**src/logic/blit_setup_map.vh**
```
`ifndef BLIT_SETUP_MAP_VH
`define BLIT_SETUP_MAP_VH

`define OFS_PATTERN_X     7'h74
`define OFS_PATTERN_Y     7'h76
`define OFS_TARGET_X      7'h78
`define OFS_TARGET_Y      7'h7A
`define OFS_OPERATION     7'h7C

`define COORD_RESET       16'h0000
`define OPCTL_RESET       32'h00000000

`define F_BG_HI           31
`define F_BG_LO           30
`define F_FG_HI           29
`define F_FG_LO           28
`define F_FUNC_HI         27
`define F_FUNC_LO         24
`define F_SRC_HI          23
`define F_SRC_LO          20
`define F_DST_HI          19
`define F_DST_LO          16
`define F_PAT_HI          15
`define F_PAT_LO          12
`define F_MASK_HI         7
`define F_MASK_LO         6
`define F_DRAW_HI         5
`define F_DRAW_LO         4
`define F_AXIS_SWAP       0
`define F_VERT_DIR        1
`define F_HORIZ_DIR       2

`define SRCSEL_COLOUR     2'h0
`define SRCSEL_MAP        2'h2

`define FN_DRAW_ADV_RD    4'h2
`define FN_LINE_RD        4'h3
`define FN_DRAW_ADV_WR    4'h4
`define FN_LINE_WR        4'h5
`define FN_BLOCK_XFER     4'h8
`define FN_BLOCK_INV      4'h9
`define FN_BLOCK_FILL     4'hA

`define MAP_A             4'h1
`define MAP_B             4'h2
`define MAP_C             4'h3
`define PAT_FIXED_FG      4'h8
`define PAT_FROM_SRC      4'h9

`define MASK_OFF          2'h0
`define MASK_BOUNDARY     2'h1
`define MASK_ON           2'h2

`endif

```
**src/logic/blit_operation_setup_regs.v**
```verilog
`timescale 1ns/1ps
`include "blit_setup_map.vh"

module blit_operation_setup_regs (
  input  wire        clk_sys,
  input  wire        nrst,
  input  wire        reg_wr,
  input  wire        reg_rd,
  input  wire [6:0]  reg_addr,
  input  wire [3:0]  reg_be,
  input  wire [31:0] reg_wdata,
  output reg  [31:0] reg_rdata,
  input  wire        dir_advance_wr,
  input  wire        engine_busy,
  output wire        start_pulse,
  output wire        busy,
  output wire [1:0]  bg_source_select,
  output wire [1:0]  fg_source_select,
  output wire [3:0]  func_code,
  output wire [3:0]  src_map_sel,
  output wire [3:0]  dst_map_sel,
  output wire [3:0]  pat_map_sel,
  output wire [1:0]  mask_mode,
  output wire [1:0]  draw_attr_mode,
  output wire        axis_swap_flag,
  output wire        vertical_direction_flag,
  output wire        horizontal_direction_flag,
  output wire        bg_from_map,
  output wire        fg_from_map,
  output wire        pat_forced_fg,
  output wire        pat_from_source,
  output wire        pixel_block_transfer,
  output wire        line_op,
  output wire        draw_advance_op,
  output wire        func_reserved,
  output wire        map_sel_reserved,
  output wire [15:0] pattern_x,
  output wire [15:0] pattern_y,
  output wire [15:0] target_x,
  output wire [15:0] target_y
);

  reg  [15:0] pattern_x_coord_q;
  reg  [15:0] pattern_y_coord_q;
  reg  [15:0] target_x_coord_q;
  reg  [15:0] target_y_coord_q;
  reg  [31:0] operation_control_q;
  reg         start_q;
  reg         active_q;
  wire        sel_px;
  wire        sel_py;
  wire        sel_tx;
  wire        sel_ty;
  wire        sel_op;
  wire        op_wr;
  wire        top_byte_wr;
  wire        launch_any;
  wire        launch_now;
  wire        advance_now;

  // half-word registers: one per offset, written via lanes 1:0 only; lanes 3:2 are ignored
  function [15:0] merge16;
    input [15:0] old;
    input [15:0] wd;
    input [1:0]  be;
    begin
      merge16 = {be[1] ? wd[15:8] : old[15:8], be[0] ? wd[7:0] : old[7:0]};
    end
  endfunction

  function map_ok;
    input [3:0] code;
    begin
      map_ok = (code == `MAP_A) || (code == `MAP_B) || (code == `MAP_C);
    end
  endfunction

  assign sel_px = (reg_addr == `OFS_PATTERN_X);
  assign sel_py = (reg_addr == `OFS_PATTERN_Y);
  assign sel_tx = (reg_addr == `OFS_TARGET_X);
  assign sel_ty = (reg_addr == `OFS_TARGET_Y);
  assign sel_op = (reg_addr == `OFS_OPERATION);

  // byte lanes map straight onto bits, no swap for either host byte order
  assign op_wr       = reg_wr && sel_op && !active_q;
  assign top_byte_wr = op_wr && reg_be[3];
  assign launch_any  = top_byte_wr;

  always @(posedge clk_sys) begin
    if (!nrst) begin
      pattern_x_coord_q   <= `COORD_RESET;
      pattern_y_coord_q   <= `COORD_RESET;
      target_x_coord_q    <= `COORD_RESET;
      target_y_coord_q    <= `COORD_RESET;
      operation_control_q <= `OPCTL_RESET;
    end else if (reg_wr) begin
      if (sel_px)
        pattern_x_coord_q <= merge16(pattern_x_coord_q, reg_wdata[15:0], reg_be[1:0]);
      if (sel_py)
        pattern_y_coord_q <= merge16(pattern_y_coord_q, reg_wdata[15:0], reg_be[1:0]);
      if (sel_tx)
        target_x_coord_q <= merge16(target_x_coord_q, reg_wdata[15:0], reg_be[1:0]);
      if (sel_ty)
        target_y_coord_q <= merge16(target_y_coord_q, reg_wdata[15:0], reg_be[1:0]);
      if (op_wr) begin
        // writes during an operation are dropped so fields stay stable
        if (reg_be[0]) operation_control_q[7:0]   <= reg_wdata[7:0];
        if (reg_be[1]) operation_control_q[15:8]  <= reg_wdata[15:8];
        if (reg_be[2]) operation_control_q[23:16] <= reg_wdata[23:16];
        if (reg_be[3]) operation_control_q[31:24] <= reg_wdata[31:24];
      end
    end
  end

  // launch is decided from the freshly written function code
  wire [3:0] new_func = reg_wdata[`F_FUNC_HI:`F_FUNC_LO];
  wire       new_is_adv = (new_func == `FN_DRAW_ADV_RD) || (new_func == `FN_DRAW_ADV_WR);
  wire       new_valid  = (new_func == `FN_LINE_RD) || (new_func == `FN_LINE_WR) ||
                          (new_func == `FN_BLOCK_XFER) || (new_func == `FN_BLOCK_INV) ||
                          (new_func == `FN_BLOCK_FILL);
  assign launch_now  = launch_any && new_valid && !new_is_adv;
  assign advance_now = dir_advance_wr && !active_q && draw_advance_op;

  always @(posedge clk_sys) begin
    if (!nrst) begin
      start_q  <= 1'b0;
      active_q <= 1'b0;
    end else begin
      start_q <= launch_now || advance_now;
      if (launch_now || advance_now)
        active_q <= 1'b1;
      else if (!start_q && !engine_busy)
        active_q <= 1'b0;
    end
  end

  assign start_pulse = start_q;
  assign busy        = active_q;

  always @(posedge clk_sys) begin
    if (!nrst)
      reg_rdata <= 32'h00000000;
    else if (reg_rd) begin
      // operation control is write only and reads as zero
      case (1'b1)
        sel_px:  reg_rdata <= {16'h0000, pattern_x_coord_q};
        sel_py:  reg_rdata <= {16'h0000, pattern_y_coord_q};
        sel_tx:  reg_rdata <= {16'h0000, target_x_coord_q};
        sel_ty:  reg_rdata <= {16'h0000, target_y_coord_q};
        default: reg_rdata <= 32'h00000000;
      endcase
    end
  end

  assign bg_source_select = operation_control_q[`F_BG_HI:`F_BG_LO];
  assign fg_source_select = operation_control_q[`F_FG_HI:`F_FG_LO];
  assign bg_from_map      = (bg_source_select == `SRCSEL_MAP);
  assign fg_from_map      = (fg_source_select == `SRCSEL_MAP);
  assign func_code        = operation_control_q[`F_FUNC_HI:`F_FUNC_LO];
  assign src_map_sel      = operation_control_q[`F_SRC_HI:`F_SRC_LO];
  assign dst_map_sel      = operation_control_q[`F_DST_HI:`F_DST_LO];
  assign pat_map_sel      = operation_control_q[`F_PAT_HI:`F_PAT_LO];
  assign mask_mode        = operation_control_q[`F_MASK_HI:`F_MASK_LO];
  assign draw_attr_mode   = operation_control_q[`F_DRAW_HI:`F_DRAW_LO];
  assign axis_swap_flag            = operation_control_q[`F_AXIS_SWAP];
  assign vertical_direction_flag   = operation_control_q[`F_VERT_DIR];
  assign horizontal_direction_flag = operation_control_q[`F_HORIZ_DIR];
  assign pat_forced_fg    = (pat_map_sel == `PAT_FIXED_FG);
  assign pat_from_source  = (pat_map_sel == `PAT_FROM_SRC);

  assign pixel_block_transfer = (func_code == `FN_BLOCK_XFER) || (func_code == `FN_BLOCK_INV) ||
                                (func_code == `FN_BLOCK_FILL);
  assign line_op         = (func_code == `FN_LINE_RD) || (func_code == `FN_LINE_WR);
  assign draw_advance_op = (func_code == `FN_DRAW_ADV_RD) ||
                           (func_code == `FN_DRAW_ADV_WR);
  assign func_reserved   = !(pixel_block_transfer || line_op || draw_advance_op);
  // reserved codes are flagged, not trapped; unused bits 11-8 and 3 are ignored
  assign map_sel_reserved = !map_ok(src_map_sel) || !map_ok(dst_map_sel) ||
                            !(map_ok(pat_map_sel) || pat_forced_fg || pat_from_source) ||
                            (mask_mode == 2'h3) || bg_source_select[0] ||
                            fg_source_select[0];

  assign pattern_x = pattern_x_coord_q;
  assign pattern_y = pattern_y_coord_q;
  assign target_x  = target_x_coord_q;
  assign target_y  = target_y_coord_q;

endmodule // blit_operation_setup_regs

```
**config.mk**
```make
export PLATFORM = sky130hd
export DESIGN_NAME = blit_operation_setup_regs
export DESIGN_NICKNAME = d
export VERILOG_FILES = /design/src/logic/blit_operation_setup_regs.v
export VERILOG_INCLUDE_DIRS = /design/src /design/src/logic
export SDC_FILE = /design/constraint.sdc
export NUM_CORES = 1
export LEC_CHECK = 0
export ABC_AREA = 1
export BUFFER_PORTS_ARGS = -buffer_cell sky130_fd_sc_hd__buf_2
export CAP_MARGIN = 20
export CORE_MARGIN = 1.5
export CORE_UTILIZATION = 53
export CTS_CLUSTER_SIZE = 40
export DETAILED_ROUTE_END_ITERATION = 8
export GPL_ROUTABILITY_DRIVEN = 0
export MAX_ROUTING_LAYER = met4
export PLACE_DENSITY = 0.83
export SETUP_SLACK_MARGIN = 0.5
export SLEW_MARGIN = 20
export SYNTH_ARGS = -nofsm -noshare
export SYNTH_HDL_FRONTEND = slang
export SYNTH_SLANG_ARGS = --single-unit
```
**constraint.sdc**
```tcl
create_clock -name clk_sys -period 4.02 [get_ports clk_sys]
set_clock_uncertainty 0.15 [all_clocks]
set_input_delay 0.402 -clock clk_sys [delete_from_list [all_inputs] [get_ports clk_sys]]
set_output_delay 0.402 -clock clk_sys [all_outputs]
set_load 0.03 [all_outputs]
```
# After elaboration in Yosys (flattened, before gate mapping)
# Index checks and enable logic that the tools add are counted.
# W data, S select, Z words.
# word_totals
register_bits,130
input_bits,49
out_inout_bits,134
elab_cells,108
# classes
eq_ne,33
mux,6
n_reduce_logical,54
# op_table
op,n
$mux W16,4
$eq A4 B2 Y1 const B,10
$reduce_and A3 Y1,12
$eq A7 B7 Y1 const B,5
$eq A4 B4 Y1 const B,8
$logic_or A1 B1 Y1,25
$eq A4 B3 Y1 const B,4
$eq A4 B1 Y1 const B,3
$logic_and A1 B1 Y1,8
$logic_not A1 Y1,8
$eq A2 B2 Y1 const B,3
$mux W1,2
$reduce_bool A2 Y1,1

# Depth between registers and ports, before layout
# depth
depth_word,10
mapped_depth,9
ltp_nobuf,9

# Worst setup path before layout
# No wires, ideal clock.
# synth_timing
path_type,reg-to-output
from,register operation_control_q[27]
to,output func_reserved
arrival_ps,1778
required_time_ps,3468
setup_slack_ps,1690
path_stages_with_launch,4
n_path_buf,0
path_cell_list,dfxtp_1 -> inv_1 -> a211oi_1 -> nor3_1
# synth_via
elab_chain_len,6
word_cells_on_any_way,14
cone_classes,eq/ne: 7; reduce/logical: 7
# synth_rtl
item,line,text
"start, declared",blit_operation_setup_regs.v:47,reg [31:0] operation_control_q;
"start signal, assigned",blit_operation_setup_regs.v:95,operation_control_q <= `OPCTL_RESET;
"start signal, assigned",blit_operation_setup_regs.v:110,if (reg_be[3]) operation_control_q[31:24] <= reg_wdata[31:24];
$eq A4 B4 Y1 (no source line),--,
$logic_or A1 B1 Y1,blit_operation_setup_regs.v:171,assign pixel_block_transfer = (func_code == `FN_BLOCK_XFER) || (func_code == `FN_BLOCK_INV) ||
$logic_or A1 B1 Y1 *,blit_operation_setup_regs.v:171,
net pixel_block_transfer,blit_operation_setup_regs.v:32,"output wire pixel_block_transfer,"
$logic_or A1 B1 Y1 * (2 in series),blit_operation_setup_regs.v:176,assign func_reserved = !(pixel_block_transfer || line_op || draw_advance_op);
$logic_not A1 Y1 *,blit_operation_setup_regs.v:176,
"end, declared",blit_operation_setup_regs.v:35,"output wire func_reserved,"
# Mark *: on every way through the listed nets, which the timed path passes. The rest lies on a longest branch.

# Final worst setup path
# layout_timing
from,register operation_control_q[25]
to,output func_reserved
# layout_via
elab_chain_len,6
word_cells_on_any_way,14
cone_classes,eq/ne: 7; reduce/logical: 7
# layout_rtl
item,line
$eq A4 B4 Y1 (no source line),--
$logic_or A1 B1 Y1 (2 in series),blit_operation_setup_regs.v:171
$logic_or A1 B1 Y1,blit_operation_setup_regs.v:176
$logic_or A1 B1 Y1 *,blit_operation_setup_regs.v:176
$logic_not A1 Y1 *,blit_operation_setup_regs.v:176
# Mark *: on every way between the ends. The rest lies on a longest branch, timed or not.

==> summary.txt <==
Status = finished, violations left
Failing checks = DRC
Flops & latches, synth = 109
Final Cycle Share = 49.6%
First-pass GRT wire length = 22300 um
Number of DRC markers in iteration 0 = 295
Share of cells above drive strength 1 = 26.3%
Crit path to = func_reserved
Core Area = 8810 um2
Placement Rows = 34
Switching Share = 24.1%
Sequential share of the synthesized area = 44.7%
Part of the power in combinational logic = 7.4%
Post-synthesis xor/xnor area fraction = 0%
Seq pwr share = 55.6%
Ant diodes = 0
Global-route usage over all layers = 29.2%
Setup repair bufs after CTS = 0
Synth cell types = 24
Via Count = 5005
Htree depth = 3
Post-DP HPWL = 10200 um
Vias in the first global route = 4544
Most common cell after layout, fill and taps aside = buf_2
Final WL = 14000 um
Gr ovfl total = 0
Main combinational cell family by area after synthesis = simple AND/OR/NAND/NOR gates
Clock tree buffer depth = 2
Post-CTS sizing = 0
Setup TNS = 0 ps
Pleak = 2.89 nW
RSZ-0062 raised after global routing = no
Worst reg2reg path depth = 7
Max-cap violation count = 0
Pint = 1.48 mW
P_sw = 0.470 mW
Die Area = 9790 um2
IR drop worst, VDD = 0.202 mV
Cts hold-fix bufs = 0
Final Hold Fails = 0
Clk sink count = 109
Drt drc = 16
Pre-CTS setup slack = 1770 ps
Worst reg2reg path startpoint = busy
Worst Hold Class = in -> reg
Die Height = 98.9 um
TritonRoute pass-1 iters = 8
Skew-Pair Late Insertion Delay = 360 ps
Largest fanout on the critical path = 5
Yosys warning count = 0
Area Overhead vs Synth = 19.4%
Adder-cell share of the synthesized area = 0%
Post-synthesis compound-gate area fraction = 20.7%
Starting Density = 55.4%
Avg Inst Size Synth = 7.37 um2
Largest net degree at the start of global routing = 67
Mux share of post-synthesis cell area = 0%
R2r setup slk = 2230 ps
Final worst path period need = 1990 ps
TritonCTS clock tree = done
Wire per inst = 15.3 um
Die X = 98.9 um
Worst Tran Pin Value = 945 ps
WS Path Type = reg -> out
Ports = 183
Via-to-Cell Ratio = 5.48
Fmax = 501 MHz
CP startpoint = operation_control_q[25]
Rel. slew slack = 37.0%
CTS Buf Count = 9
Power per cell area = 334 nW/um2
Initial antenna violation count = 0
Post-Syn Instances = 662
Synth Area in Simple Gates = 22.2%
Worst R2R End = busy
Worst path required time = 3470 ps
Post-route ant nets = 0
Clock slew at reported path FFs = 100 ps
Clk pwr share = 37.0%
Fin nets = 852
# fillers = 782
Max-slew violations = 0
Most frequent cells in the layout = buf_2, dfxtp_1, a21oi_1, nand2_1, nand3_1
Synth Cell Area = 4880 um2
Final WS setup = 2030 ps
Root buffer cell = clkbuf_8
Startpoint types = register
Worst setup EP type = primary output
Setup Viol. Count Final = 0
Buffers on Ports = 166
CP Data Arrival Time = 1440 ps
==> cell families after synthesis <==
logic type	after synthesis
compound gates	193
simple gates	227
buf+inv	132
other cells	1
flops	109
==> through the flow <==
stage          power, mW  cells  util (%)  hold slack (ps)  cell area, um2
2_1_floorplan       1.21    677         -              387            4930
6_report            1.95    914      66.1              155            5820
3_3_place_gp        1.25    900      63.7              304            5610
3_5_place_dp        1.25    900      63.7              302            5610
4_1_cts             1.95    914      66.1              153            5820
5_1_grt             2.00    914      66.1              167            5820
==> routing by layer <==
layer / wire length, um / global-route usage [%]
met2: 6860 / 48.0
met5: 0 / -
met3: 1070 / 2.91
met4: 308 / 11.1
met1: 5770 / 37.4
==> worst max-delay path, stage by stage (launching register included) <==
cell and delay (ps):
dfxtp_1 370, o21ai_0 240, nor2_1 100, nor3_1 160, buf_2 220
==> final cells by class <==
cell class                      instances  area, um2  share of cell area (%)
Clock buffer                           10        138                    2.36
Clock inverter                          4       73.8                    1.27
Inverter                               79        297                    5.09
Multi-Input combinational cell        436       2150                    37.0
Sequential cell                       109       2180                    37.5
Tap cell                              108        135                    2.32
Timing Repair Buffer                  168        846                    14.5
==> synth_stat cells <==
cell type	n	area [um2]
nor4_1	3	18.8
nand3_1	85	425
conb_1	1	3.75
o21ai_1	23	115
buf_1	1	3.75
nor3_2	1	10.0
inv_1	72	270
nor2_1	20	75.1
o21a_1	1	7.51
nand4_1	1	6.26
buf_4	22	165
dfxtp_1	109	2180
clkbuf_1	14	52.6
nor2_2	3	18.8
a21oi_1	94	470
o21ai_0	58	290
nand2_2	9	56.3
nor2_4	10	113
a211oi_1	15	113
buf_2	16	80.1
inv_2	7	26.3
nor3_1	2	10.0
nand2_1	93	349
a22oi_1	2	15.0
==> sequential cells by signal, indices dropped and copies added, names as in the netlist <==
register             cells
operation_control_q     27
pattern_x               16
pattern_y               16
reg_rdata               16
target_x                16
target_y                16
busy                     1
start_pulse              1
==> power groups by stage <==
stage               registers (mW)  clock network (mW)  logic [mW]
finish                        1.08               0.721       0.143
detailed placement            1.11                   0       0.141
global placement              1.11                   0       0.138
global route                  1.08               0.763       0.155
floorplan                     1.11                   0      0.0988
CTS                           1.08               0.726       0.141
==> worst min path at each step <==
stage | start | endpoint | slack, ps | cells past startpoint
4_1_cts | reg_wdata[28] | operation_control_q[28] | 150 | 3
2_1_floorplan | reg_wdata[25] | operation_control_q[25] | 390 | 2
3_5_place_dp | reg_rdata[15] | reg_rdata[15] | 300 | 2
5_1_grt | reg_wdata[18] | operation_control_q[18] | 170 | 3
6_report | reg_wdata[25] | operation_control_q[25] | 160 | 3
3_3_place_gp | reg_rdata[15] | reg_rdata[15] | 300 | 2
Power figures use the tool's default switching activity.
